==> config.mk <==
export PLATFORM = sky130hd
export DESIGN_NAME = slpc_serial_port
export DESIGN_NICKNAME = d
export VERILOG_FILES = /design/src/slpc_pkg.sv /design/src/slpc_serial_port.sv
export SDC_FILE = /design/constraint.sdc
export NUM_CORES = 2
export LEC_CHECK = 0
export BUFFER_PORTS_ARGS = -buffer_cell sky130_fd_sc_hd__buf_2
export CAP_MARGIN = 15
export CORE_ASPECT_RATIO = 1.5
export CORE_MARGIN = 2
export CORE_UTILIZATION = 47
export DETAILED_ROUTE_END_ITERATION = 10
export SYNTH_ARGS = -nofsm -noshare
export SYNTH_HDL_FRONTEND = slang
export SYNTH_SLANG_ARGS = --single-unit
export TNS_END_PERCENT = 100
==> constraint.sdc <==
create_clock -name ref_clk -period 112.9 [get_ports ref_clk]
set_clock_uncertainty 0.05 [all_clocks]
set_input_delay 5.645 -clock ref_clk [delete_from_list [all_inputs] [get_ports ref_clk]]
set_output_delay 5.645 -clock ref_clk [all_outputs]
set_load 0.02 [all_outputs]
==> src/slpc_pkg.sv <==
/*
  shared constants and types of the serial line port.
  assumes a single 25 mhz clock; no bus, all settings are plain ports.
*/
package slpc_pkg;
  // clock and time units
  localparam int CLK_PERIOD_NS = 40;
  localparam int CLK_HZ        = 25_000_000;
  localparam int NS_PER_MS     = 1_000_000;
  localparam int CYC_PER_MS    = NS_PER_MS / CLK_PERIOD_NS;
  localparam int DELAY_MAX_MS  = 1000;
  // line rates
  localparam int RATE_MIN      = 50;
  localparam int RATE_MAX_STD  = 230400;
  localparam int RATE_MAX      = 1843200;
  localparam int RATE_DEFAULT  = 9600;
  // character shape
  localparam logic [3:0] DBITS_MIN = 4'h5;
  localparam logic [3:0] DBITS_MAX = 4'h8;
  localparam logic [2:0] STOP_HALVES_1   = 3'h2;
  localparam logic [2:0] STOP_HALVES_1P5 = 3'h3;
  localparam logic [2:0] STOP_HALVES_2   = 3'h4;
  // in-band flow characters
  localparam logic [7:0] XON_CHAR  = 8'h11;
  localparam logic [7:0] XOFF_CHAR = 8'h13;

  typedef enum logic [2:0] {
    SLPC_PAR_NONE = 3'h0, SLPC_PAR_EVEN = 3'h1, SLPC_PAR_ODD = 3'h2,
    SLPC_PAR_MARK = 3'h3, SLPC_PAR_SPACE = 3'h4
  } slpc_parity_t;
  typedef enum logic [1:0] {
    SLPC_STOP_1 = 2'h0, SLPC_STOP_1P5 = 2'h1, SLPC_STOP_2 = 2'h2
  } slpc_stop_t;
  typedef enum logic [1:0] {
    SLPC_FC_NONE = 2'h0, SLPC_FC_SOFT = 2'h1, SLPC_FC_HARD = 2'h2, SLPC_FC_BOTH = 2'h3
  } slpc_flow_t;
  typedef enum logic [1:0] {
    SLPC_IF_232 = 2'h0, SLPC_IF_422 = 2'h1, SLPC_IF_485 = 2'h2
  } slpc_iface_t;
  typedef enum logic [6:0] {
    TX_IDLE = 7'h01, TX_LEAD = 7'h02, TX_START = 7'h04, TX_DATA = 7'h08,
    TX_PAR  = 7'h10, TX_STOP = 7'h20, TX_TAIL  = 7'h40
  } slpc_tx_state_t;
  typedef enum logic [4:0] {
    RX_IDLE = 5'h01, RX_START = 5'h02, RX_DATA = 5'h04, RX_PAR = 5'h08, RX_STOP = 5'h10
  } slpc_rx_state_t;
endpackage

==> src/slpc_serial_port.sv <==
/*
  serial line port: rate divider, framing, flow control, rts toggling,
  modem-status session gating, error discard and half-duplex echo.
  assumes all inputs synchronous to ref_clk and a user side that takes
  rx_data whenever rx_valid pulses (no receive back-pressure).
*/
`timescale 1ns/1ps

module slpc_serial_port
  import slpc_pkg::*;
#(
  parameter int RATE_W       = 21,
  parameter int DIV_W        = 20,
  parameter int CNT_W        = 32,
  parameter int ERRC_W       = 16,
  parameter int CYC_PER_MS_P = CYC_PER_MS  // shorten in simulation
) (
  input  wire logic              ref_clk,
  input  wire logic              rst,
  input  wire logic [RATE_W-1:0] line_rate,
  input  wire logic [3:0]        data_bits,
  input  wire slpc_parity_t      parity_mode,
  input  wire slpc_stop_t        stop_mode,
  input  wire slpc_iface_t       iface_sel,
  input  wire logic              half_duplex,
  input  wire logic              de_by_rts,
  input  wire slpc_flow_t        flow_mode,
  input  wire logic              inbound_fc_en,
  input  wire logic              outbound_fc_en,
  input  wire logic              rts_toggle_en,
  input  wire logic [9:0]        lead_ms,
  input  wire logic [9:0]        tail_ms,
  input  wire logic              mon_dsr_en,
  input  wire logic              mon_dcd_en,
  input  wire logic              discard_err_en,
  input  wire logic              echo_supp_en,
  input  wire logic              err_clr,
  input  wire logic [7:0]        tx_data,
  input  wire logic              tx_valid,
  output logic                   tx_ready,
  output logic [7:0]             rx_data,
  output logic                   rx_valid,
  input  wire logic              rx_throttle,
  input  wire logic              rxd,
  output logic                   txd,
  output logic                   rts_out,
  input  wire logic              cts_in,
  input  wire logic              dsr_in,
  input  wire logic              dcd_in,
  output logic                   drv_en,
  output logic                   session_up,
  output logic                   tx_paused,
  output logic                   perr_flag,
  output logic                   ferr_flag,
  output logic [ERRC_W-1:0]      perr_count,
  output logic [ERRC_W-1:0]      ferr_count,
  output logic [DIV_W-1:0]       rate_div
);

  // parity bit for the low n bits of d
  function automatic logic par_bit(input logic [7:0] d, input logic [3:0] n,
                                   input slpc_parity_t m);
    logic [7:0] mask;
    logic       x;
    mask = 8'hFF >> (DBITS_MAX - n);
    x    = ^(d & mask);
    case (m)
      SLPC_PAR_EVEN: par_bit = x;
      SLPC_PAR_ODD:  par_bit = ~x;
      SLPC_PAR_MARK: par_bit = 1'b1;
      default:       par_bit = 1'b0;
    endcase
  endfunction

  ////////////////////////////////////////////////////////////////////////
  // shared decode of the settings
  logic [3:0]       nbits;     // data bits, clamped 5..8
  logic [31:0]      rate32;    // clamped rate request
  logic [31:0]      div32;     // nearest whole divisor
  logic [CNT_W-1:0] div_c;     // one bit time in cycles
  logic [CNT_W-1:0] stop_c;    // stop interval in cycles
  logic [CNT_W-1:0] lead_c;    // lead delay in cycles
  logic [CNT_W-1:0] tail_c;    // tail delay in cycles
  logic [2:0]       halves;    // stop length in half bits
  logic             hd;        // two-wire half duplex
  logic             par_on;    // parity position present
  logic             soft_out, soft_in, hard_out, hard_in;

  // settings decode; division is costly but only follows config changes
  always_comb begin
    nbits  = (data_bits < DBITS_MIN) ? DBITS_MIN :
             (data_bits > DBITS_MAX) ? DBITS_MAX : data_bits;
    rate32 = 32'(line_rate);
    if (rate32 < 32'(RATE_MIN)) rate32 = 32'(RATE_MIN);
    if (rate32 > 32'(RATE_MAX)) rate32 = 32'(RATE_MAX);
    div32  = (32'(CLK_HZ) + (rate32 >> 1)) / rate32;
    div_c  = CNT_W'(rate_div);
    case (stop_mode)
      SLPC_STOP_1P5: halves = STOP_HALVES_1P5;
      SLPC_STOP_2:   halves = STOP_HALVES_2;
      default:       halves = STOP_HALVES_1;
    endcase
    stop_c = CNT_W'((div_c >> 1) * CNT_W'(halves));
    lead_c = CNT_W'(((lead_ms > 10'(DELAY_MAX_MS)) ? DELAY_MAX_MS : int'(lead_ms))
                    * CYC_PER_MS_P);
    tail_c = CNT_W'(((tail_ms > 10'(DELAY_MAX_MS)) ? DELAY_MAX_MS : int'(tail_ms))
                    * CYC_PER_MS_P);
    // half duplex only on the multidrop interface
    hd       = (iface_sel == SLPC_IF_485) && half_duplex;
    par_on   = (parity_mode != SLPC_PAR_NONE);
    soft_out = flow_mode[0] && outbound_fc_en;
    soft_in  = flow_mode[0] && inbound_fc_en;
    hard_out = flow_mode[1] && outbound_fc_en;
    hard_in  = flow_mode[1] && inbound_fc_en;
  end

  ////////////////////////////////////////////////////////////////////////
  // transmitter state
  slpc_tx_state_t   tx_state_reg, tx_state_next;
  logic [CNT_W-1:0] tcnt_reg, tcnt_next;     // cycles in current phase
  logic [7:0]       tsh_reg, tsh_next;       // outgoing shift register
  logic [3:0]       tbit_reg, tbit_next;     // data bit index
  logic             tpar_reg, tpar_next;     // parity bit to send
  logic             xoff_pend_reg, xoff_pend_next;
  logic             xon_pend_reg, xon_pend_next;
  logic             thr_d_reg, thr_d_next;   // throttle, one cycle old
  logic             txd_reg, txd_next;
  logic             rts_reg, rts_next;
  logic             de_reg, de_next;
  logic             tx_gate, start_ok, tx_busy;
  slpc_rx_state_t   rx_state_reg;
  logic             paused_reg, session_reg;

  assign tx_busy = (tx_state_reg == TX_START) || (tx_state_reg == TX_DATA) ||
                   (tx_state_reg == TX_PAR) || (tx_state_reg == TX_STOP);

  // next values of the transmitter
  always_comb begin
    tx_state_next  = tx_state_reg;
    tcnt_next      = tcnt_reg + 1'b1;
    tsh_next       = tsh_reg;
    tbit_next      = tbit_reg;
    tpar_next      = tpar_reg;
    xoff_pend_next = xoff_pend_reg;
    xon_pend_next  = xon_pend_reg;
    thr_d_next     = rx_throttle;
    tx_ready       = 1'b0;
    // soft inbound throttling queues xoff / xon
    if (soft_in && rx_throttle && !thr_d_reg) begin
      xoff_pend_next = 1'b1;
      xon_pend_next  = 1'b0;
    end else if (soft_in && !rx_throttle && thr_d_reg) begin
      xon_pend_next  = 1'b1;
      xoff_pend_next = 1'b0;
    end
    // no traffic before session start; one direction
    tx_gate  = session_reg && !(hd && rx_state_reg != RX_IDLE) &&
               (rts_toggle_en || !hard_out || cts_in);
    start_ok = tx_gate && (xoff_pend_reg || xon_pend_reg || (tx_valid && !paused_reg));
    case (tx_state_reg)
      TX_IDLE, TX_TAIL: begin
        if (start_ok) begin
          // flow characters go ahead of user data, even when paused
          if (xoff_pend_reg) begin
            tsh_next       = XOFF_CHAR;
            xoff_pend_next = 1'b0;
          end else if (xon_pend_reg) begin
            tsh_next      = XON_CHAR;
            xon_pend_next = 1'b0;
          end else begin
            tsh_next = tx_data;
            tx_ready = 1'b1;
          end
          tpar_next = par_bit(tsh_next, nbits, parity_mode);
          tcnt_next = '0;
          // raise rts first; already high during tail
          tx_state_next = (rts_toggle_en && tx_state_reg == TX_IDLE) ? TX_LEAD : TX_START;
        end else if (tx_state_reg == TX_TAIL && tcnt_reg >= tail_c) begin
          tx_state_next = TX_IDLE;
        end
      end
      TX_LEAD: begin
        // hard flow replaces the lead delay with cts
        if (hard_out ? cts_in : (tcnt_reg >= lead_c)) begin
          tx_state_next = TX_START;
          tcnt_next     = '0;
        end
      end
      TX_START: begin
        if (tcnt_reg >= div_c - 1'b1) begin
          tx_state_next = TX_DATA;
          tcnt_next     = '0;
          tbit_next     = '0;
        end
      end
      TX_DATA: begin
        if (tcnt_reg >= div_c - 1'b1) begin
          tcnt_next = '0;
          tsh_next  = tsh_reg >> 1;
          tbit_next = tbit_reg + 1'b1;
          if (tbit_reg == nbits - 1'b1) tx_state_next = par_on ? TX_PAR : TX_STOP;
        end
      end
      TX_PAR: begin
        if (tcnt_reg >= div_c - 1'b1) begin
          tx_state_next = TX_STOP;
          tcnt_next     = '0;
        end
      end
      TX_STOP: begin
        if (tcnt_reg >= stop_c - 1'b1) begin
          tx_state_next = rts_toggle_en ? TX_TAIL : TX_IDLE;
          tcnt_next     = '0;
        end
      end
      default: tx_state_next = TX_IDLE;
    endcase
    // line level follows the state about to be entered
    case (tx_state_next)
      TX_START: txd_next = 1'b0;
      TX_DATA:  txd_next = tsh_next[0];
      // parity position carries computed or forced bit
      TX_PAR:   txd_next = tpar_next;
      default:  txd_next = 1'b1;
    endcase
    // toggle mode: rts high from lead through tail
    if (rts_toggle_en) rts_next = (tx_state_next != TX_IDLE);
    else               rts_next = hard_in ? !rx_throttle : 1'b1;
    // driver enable automatic or following rts
    if (iface_sel != SLPC_IF_485) de_next = 1'b1;
    else if (de_by_rts)           de_next = rts_next;
    else de_next = (tx_state_next != TX_IDLE) && (tx_state_next != TX_LEAD) &&
                   (tx_state_next != TX_TAIL);
  end

  // transmitter registers
  always_ff @(posedge ref_clk) begin
    if (rst) begin
      tx_state_reg  <= TX_IDLE;
      tcnt_reg      <= '0;
      tsh_reg       <= '0;
      tbit_reg      <= '0;
      tpar_reg      <= 1'b0;
      xoff_pend_reg <= 1'b0;
      xon_pend_reg  <= 1'b0;
      thr_d_reg     <= 1'b0;
      txd_reg       <= 1'b1;
      rts_reg       <= 1'b0;
      de_reg        <= 1'b0;
    end else begin
      tx_state_reg  <= tx_state_next;
      tcnt_reg      <= tcnt_next;
      tsh_reg       <= tsh_next;
      tbit_reg      <= tbit_next;
      tpar_reg      <= tpar_next;
      xoff_pend_reg <= xoff_pend_next;
      xon_pend_reg  <= xon_pend_next;
      thr_d_reg     <= thr_d_next;
      txd_reg       <= txd_next;
      rts_reg       <= rts_next;
      de_reg        <= de_next;
    end
  end

  ////////////////////////////////////////////////////////////////////////
  // receiver, session and status state
  slpc_rx_state_t    rx_state_next;
  logic [CNT_W-1:0]  rcnt_reg, rcnt_next;
  logic [7:0]        rsh_reg, rsh_next;
  logic [3:0]        rbit_reg, rbit_next;
  logic              rpbad_reg, rpbad_next;   // parity bad this char
  logic              recho_reg, recho_next;   // char began during own tx
  logic [7:0]        rxdat_reg, rxdat_next;
  logic              rxv_reg, rxv_next;
  logic              paused_next, session_next;
  logic              perr_reg, perr_next, ferr_reg, ferr_next;
  logic [ERRC_W-1:0] pcnt_reg, pcnt_next, fcnt_reg, fcnt_next;
  logic [DIV_W-1:0]  div_reg;
  logic              rx_line, rx_done, fbad, flow_chr, drop;

  // next values of the receiver
  always_comb begin
    rx_state_next = rx_state_reg;
    rcnt_next     = rcnt_reg + 1'b1;
    rsh_next      = rsh_reg;
    rbit_next     = rbit_reg;
    rpbad_next    = rpbad_reg;
    recho_next    = recho_reg;
    rxdat_next    = rxdat_reg;
    rxv_next      = 1'b0;
    paused_next   = paused_reg && soft_out;
    rx_done       = 1'b0;
    fbad          = 1'b0;
    // session latches once monitored lines agree
    session_next  = session_reg || ((!mon_dsr_en || dsr_in) && (!mon_dcd_en || dcd_in));
    // half duplex: own transmission loops into the receiver
    rx_line = (hd && tx_busy) ? txd_reg : rxd;
    case (rx_state_reg)
      RX_IDLE: begin
        if (session_reg && !rx_line) begin
          rx_state_next = RX_START;
          rcnt_next     = '0;
          rsh_next      = '0;
          rpbad_next    = 1'b0;
          recho_next    = hd && tx_busy;
        end
      end
      RX_START: begin
        // confirm start at mid bit
        if (rcnt_reg >= (div_c >> 1) - 1'b1) begin
          rx_state_next = rx_line ? RX_IDLE : RX_DATA;
          rcnt_next     = '0;
          rbit_next     = '0;
        end
      end
      RX_DATA: begin
        if (rcnt_reg >= div_c - 1'b1) begin
          rcnt_next           = '0;
          rsh_next[rbit_reg[2:0]] = rx_line;
          rbit_next           = rbit_reg + 1'b1;
          if (rbit_reg == nbits - 1'b1) rx_state_next = par_on ? RX_PAR : RX_STOP;
        end
      end
      RX_PAR: begin
        if (rcnt_reg >= div_c - 1'b1) begin
          rcnt_next     = '0;
          rpbad_next    = (rx_line != par_bit(rsh_reg, nbits, parity_mode));
          rx_state_next = RX_STOP;
        end
      end
      RX_STOP: begin
        if (rcnt_reg >= div_c - 1'b1) begin
          rx_done       = 1'b1;
          fbad          = !rx_line;
          rx_state_next = RX_IDLE;
        end
      end
      default: rx_state_next = RX_IDLE;
    endcase
    // soft outbound: xoff pauses, xon resumes, neither delivered
    flow_chr = soft_out && ((rsh_reg == XON_CHAR) || (rsh_reg == XOFF_CHAR));
    drop = (discard_err_en && (rpbad_reg || fbad)) ||
           (echo_supp_en && hd && recho_reg) || flow_chr;
    if (rx_done) begin
      if (flow_chr) paused_next = (rsh_reg == XOFF_CHAR);
      rxv_next = !drop;
      if (!drop) rxdat_next = rsh_reg;
    end
    // sticky flags, a new error wins over clear
    perr_next = (perr_reg && !err_clr) || (rx_done && rpbad_reg);
    ferr_next = (ferr_reg && !err_clr) || (rx_done && fbad);
    pcnt_next = pcnt_reg + ERRC_W'(rx_done && rpbad_reg);
    fcnt_next = fcnt_reg + ERRC_W'(rx_done && fbad);
  end

  // receiver registers; divisor is registered for timing and readback
  always_ff @(posedge ref_clk) begin
    if (rst) begin
      rx_state_reg <= RX_IDLE;
      rcnt_reg     <= '0;
      rsh_reg      <= '0;
      rbit_reg     <= '0;
      rpbad_reg    <= 1'b0;
      recho_reg    <= 1'b0;
      rxdat_reg    <= '0;
      rxv_reg      <= 1'b0;
      paused_reg   <= 1'b0;
      session_reg  <= 1'b0;
      perr_reg     <= 1'b0;
      ferr_reg     <= 1'b0;
      pcnt_reg     <= '0;
      fcnt_reg     <= '0;
      div_reg      <= DIV_W'(CLK_HZ / RATE_DEFAULT);
    end else begin
      rx_state_reg <= rx_state_next;
      rcnt_reg     <= rcnt_next;
      rsh_reg      <= rsh_next;
      rbit_reg     <= rbit_next;
      rpbad_reg    <= rpbad_next;
      recho_reg    <= recho_next;
      rxdat_reg    <= rxdat_next;
      rxv_reg      <= rxv_next;
      paused_reg   <= paused_next;
      session_reg  <= session_next;
      perr_reg     <= perr_next;
      ferr_reg     <= ferr_next;
      pcnt_reg     <= pcnt_next;
      fcnt_reg     <= fcnt_next;
      div_reg      <= DIV_W'(div32);
    end
  end

  assign rate_div   = div_reg;
  assign txd        = txd_reg;
  assign rts_out    = rts_reg;
  assign drv_en     = de_reg;
  assign rx_data    = rxdat_reg;
  assign rx_valid   = rxv_reg;
  assign session_up = session_reg;
  assign tx_paused  = paused_reg;
  assign perr_flag  = perr_reg;
  assign ferr_flag  = ferr_reg;
  assign perr_count = pcnt_reg;
  assign ferr_count = fcnt_reg;
endmodule

==> Flow_metrics.wiki <==
{| class="wikitable"
! Metric !! Value
|-
| Minimum setup slack among reg-to-reg paths || 104.60 ns
|-
| Unrepaired setup endpoints after global routing || false
|-
| Number of max-cap violations || 0
|-
| Total of fill cells in the finished design || 9055
|-
| End point of the most critical hold path || rx_data[0]$_SDFFE_PP0P_
|-
| Most frequent standard cell in the layout excluding fill and tap cells || sky130_fd_sc_hd__ha_1
|-
| Number of buffers created by CTS || 17
|-
| Fraction of the mapped netlist area in simple logic gates || 0.226
|-
| Final period demand of the worst path || 89.46 ns
|-
| CTS H-tree lvls || 4
|-
| Crit path required time || 113.14 ns
|-
| Portion of the post-synthesis area used by sequential elements || 0.0823
|-
| Endpoint kind of the worst setup timing path || register
|-
| Number of global-route vias before repair || 42059
|-
| Total Die Area || 92500 sq um
|-
| Post-synthesis adder-cell area fraction || 0.271
|-
| Area share of the leading cell type in the synthesized netlist || 0.245
|-
| Cell area after synthesis || 42300 sq um
|-
| Area fraction in compound gates after synthesis || 0.251
|-
| Warning count from the yosys run || 0
|-
| Avg Synthesized Cell Area || 7.49 sq um
|-
| Critical Path Source Type || primary input
|-
| CORE AREA || 89200 sq um
|-
| Startpoint of the most critical hold path || rx_data[0]$_SDFFE_PP0P_
|-
| ANT nets after route || 0
|-
| Number of register bits inferred by synthesis || 174
|-
| CTS max path bufs || 2
|-
| Count of input and output buffers || 148
|-
| Worst reg2reg endpoint || txd$_SDFF_PP1_
|-
| Largest cells by area after synthesis || sky130_fd_sc_hd__ha_1 25%, sky130_fd_sc_hd__dfxtp_1 8.2%, sky130_fd_sc_hd__xnor2_1 4.9%
|-
| Most common flop cell mapped by yosys || sky130_fd_sc_hd__dfxtp_1
|-
| Vias/cell || 6.13
|-
| Starting Density || 0.475
|-
| Routed wire length per instance || 22.0 microns
|-
| XOR/XNOR Fraction of Synth Area || 0.0900
|-
| Drt pass-1 iters || 5
|-
| Setup total negative slack || 0 ns
|-
| Max-slew headroom || 0.262
|-
| R2R depth || 42
|-
| Cell mode on critical path || sky130_fd_sc_hd__o21a_1
|-
| Largest family of logic cells by synthesized area || adder cells
|-
| Post-CTS Repair Setup Buffers || 0
|-
| Final count of hold timing violations || 0
|-
| Async S/R FF share, synth || 0
|-
| Layout Area Growth over Synthesis || 6.54%
|-
| Worst slew pin tran || 1.11 ns
|-
| Post-layout utilization of the core || 0.506
|-
| Max-slew violation count || 0
|-
| Diode insertion count for antenna repair || 0
|-
| Clock root buffer || sky130_fd_sc_hd__clkbuf_16
|-
| Critical R2R Launch || rate_div[1]$_SDFF_PP0_
|-
| Multiplexer area fraction after synthesis || 0.0358
|-
| Cell Rows || 134
|-
| GP Congestion || 1.05
|-
| WS Path Type || primary input to register
|-
| DRC viols || 0
|-
| Hold Worst Slack || 0.437 ns
|-
| Maximum number of pins on one net before global-route repair || 72
|-
| I/O pin cnt || 149
|-
| Slowest cell delay on critical path || 0.92 ns
|-
| WHS Path Cells || 2
|-
| Commonest non-fill, non-tap cells in the layout || 830 x sky130_fd_sc_hd__ha_1, 544 x sky130_fd_sc_hd__nor2_1, 465 x sky130_fd_sc_hd__nand2_1, 400 x sky130_fd_sc_hd__a21oi_1, 334 x sky130_fd_sc_hd__inv_1
|-
| Synth area leader || sky130_fd_sc_hd__ha_1
|-
| Critical Path Slowest Stage Cell || sky130_fd_sc_hd__o2bb2ai_1
|-
| Wire length of the first global-routing pass || 232000 microns
|-
| Vertical die dimension || 372 microns
|-
| Data arrival time of the critical path || 89.70 ns
|-
| Largest fanout on the critical path || 44
|-
| Status || completed
|-
| Final period util || 0.792
|-
| DP Wirelength || 123000 microns
|-
| Number of cells upsized or downsized after cts || 0
|-
| Number of design-rule violations left by the first detailed-router iteration || 2167
|-
| Setup Viol. Count Final || 0
|-
| Antenna violations before repair || 0
|-
| Cell area after placement || 44500 sq um
|-
| Net count of the finished layout || 6708
|-
| Global router's overall resource usage || 0.320
|-
| Clock tree from TritonCTS || built
|-
| Unique masters post-synth || 125
|-
| Remaining global-route overflow || 0
|-
| Number of sinks driven by the clock tree || 174
|-
| Worst min path class || register to register
|-
| Final std cell area, no fill || 45100 sq um
|-
| Max Clk Rate || 11.2 MHz
|-
| Cell count after synthesis || 5655
|-
| Latest clock arrival within the worst-skew pair || 0.47 ns
|-
| CTS clock-pin slew for the worst setup and hold paths || 0.07 ns
|-
| EDFF count, synth || 0
|-
| Share of post-route cells with drive strength above 1 || 0.0848
|-
| Vias || 42369
|-
| Final Routed Wirelength || 152000 microns
|-
| Die span in x || 249 microns
|-
| Count of hold-fix buffers inserted at cts || 0
|}
## routing by layer
metal  part of all wire  vias to the layer above  track usage
li1                   -                    20809            -
met1               0.35                    19852        0.301
met2               0.51                     1124        0.611
met3              0.031                      584       0.0267
met4               0.11                        0        0.299
met5                  0                        -            0
## per-stage QoR
step,cells,worst slack [ns]
5_1_grt,6913,15.98
2_1_floorplan,5661,30.22
6_report,6913,23.44
4_1_cts,6913,24.63
3_3_place_gp,6881,26.24
3_5_place_dp,6881,24.40
## kinds of logic (layout without fill, tap and decap cells)
group | Yosys count | after routing
mux | 138 | 138
flops | 174 | 174
compound gates | 1579 | 1579
buf+inv | 478 | 574
xor+xnor | 434 | 434
fa+ha+maj | 884 | 884
other cells | 2 | 8
simple gates | 1966 | 1966
## worst max path at each step
stage / from / endpoint / slack, ns / depth (start not counted)
2_1_floorplan: line_rate[9] / rate_div[0]$_SDFF_PP0_ / 30.22 / 379
3_3_place_gp: line_rate[11] / rate_div[0]$_SDFF_PP0_ / 26.24 / 347
3_5_place_dp: line_rate[11] / rate_div[0]$_SDFF_PP0_ / 24.40 / 343
4_1_cts: line_rate[11] / rate_div[0]$_SDFF_PP0_ / 24.63 / 343
5_1_grt: line_rate[11] / rate_div[0]$_SDFF_PP0_ / 15.98 / 343
6_report: line_rate[11] / rate_div[0]$_SDFF_PP0_ / 23.44 / 345
## cell type report
type	count	area [sq um]	area share
tap	1156	1450	0.0321
sequential	174	3480	0.0772
clock buffer	18	439	0.00974
clock inverter	14	176	0.00391
inverter	335	1260	0.0279
timing repair buffer	207	1190	0.0263
multi-input combinational	5009	37100	0.823
## cell usage after synthesis, drive strengths merged (68+ instances only)
library cell / instances
a21oi: 402
and3: 68
inv: 335
nor2b: 89
nor2: 550
xnor2: 235
ha: 830
clkbuf: 109
nor3: 209
o21a: 210
a21o: 175
nand2b: 95
o31ai: 80
dfxtp: 174
mux2: 105
xor2: 199
o21ai: 278
nand2: 472
nand3: 152
## critical path, delay by kind of cell
kind                       cells  cell delay [ns]
adders and majority gates     27             8.62
buffers and inverters         10             2.47
muxes                          6             2.36
and+or+nand+nor               83            16.76
AOI/OAI and AO/OA            219            53.63
Power is not shown: default switching activity piles up to over one toggle a cycle in this logic, so the estimate is an artifact.
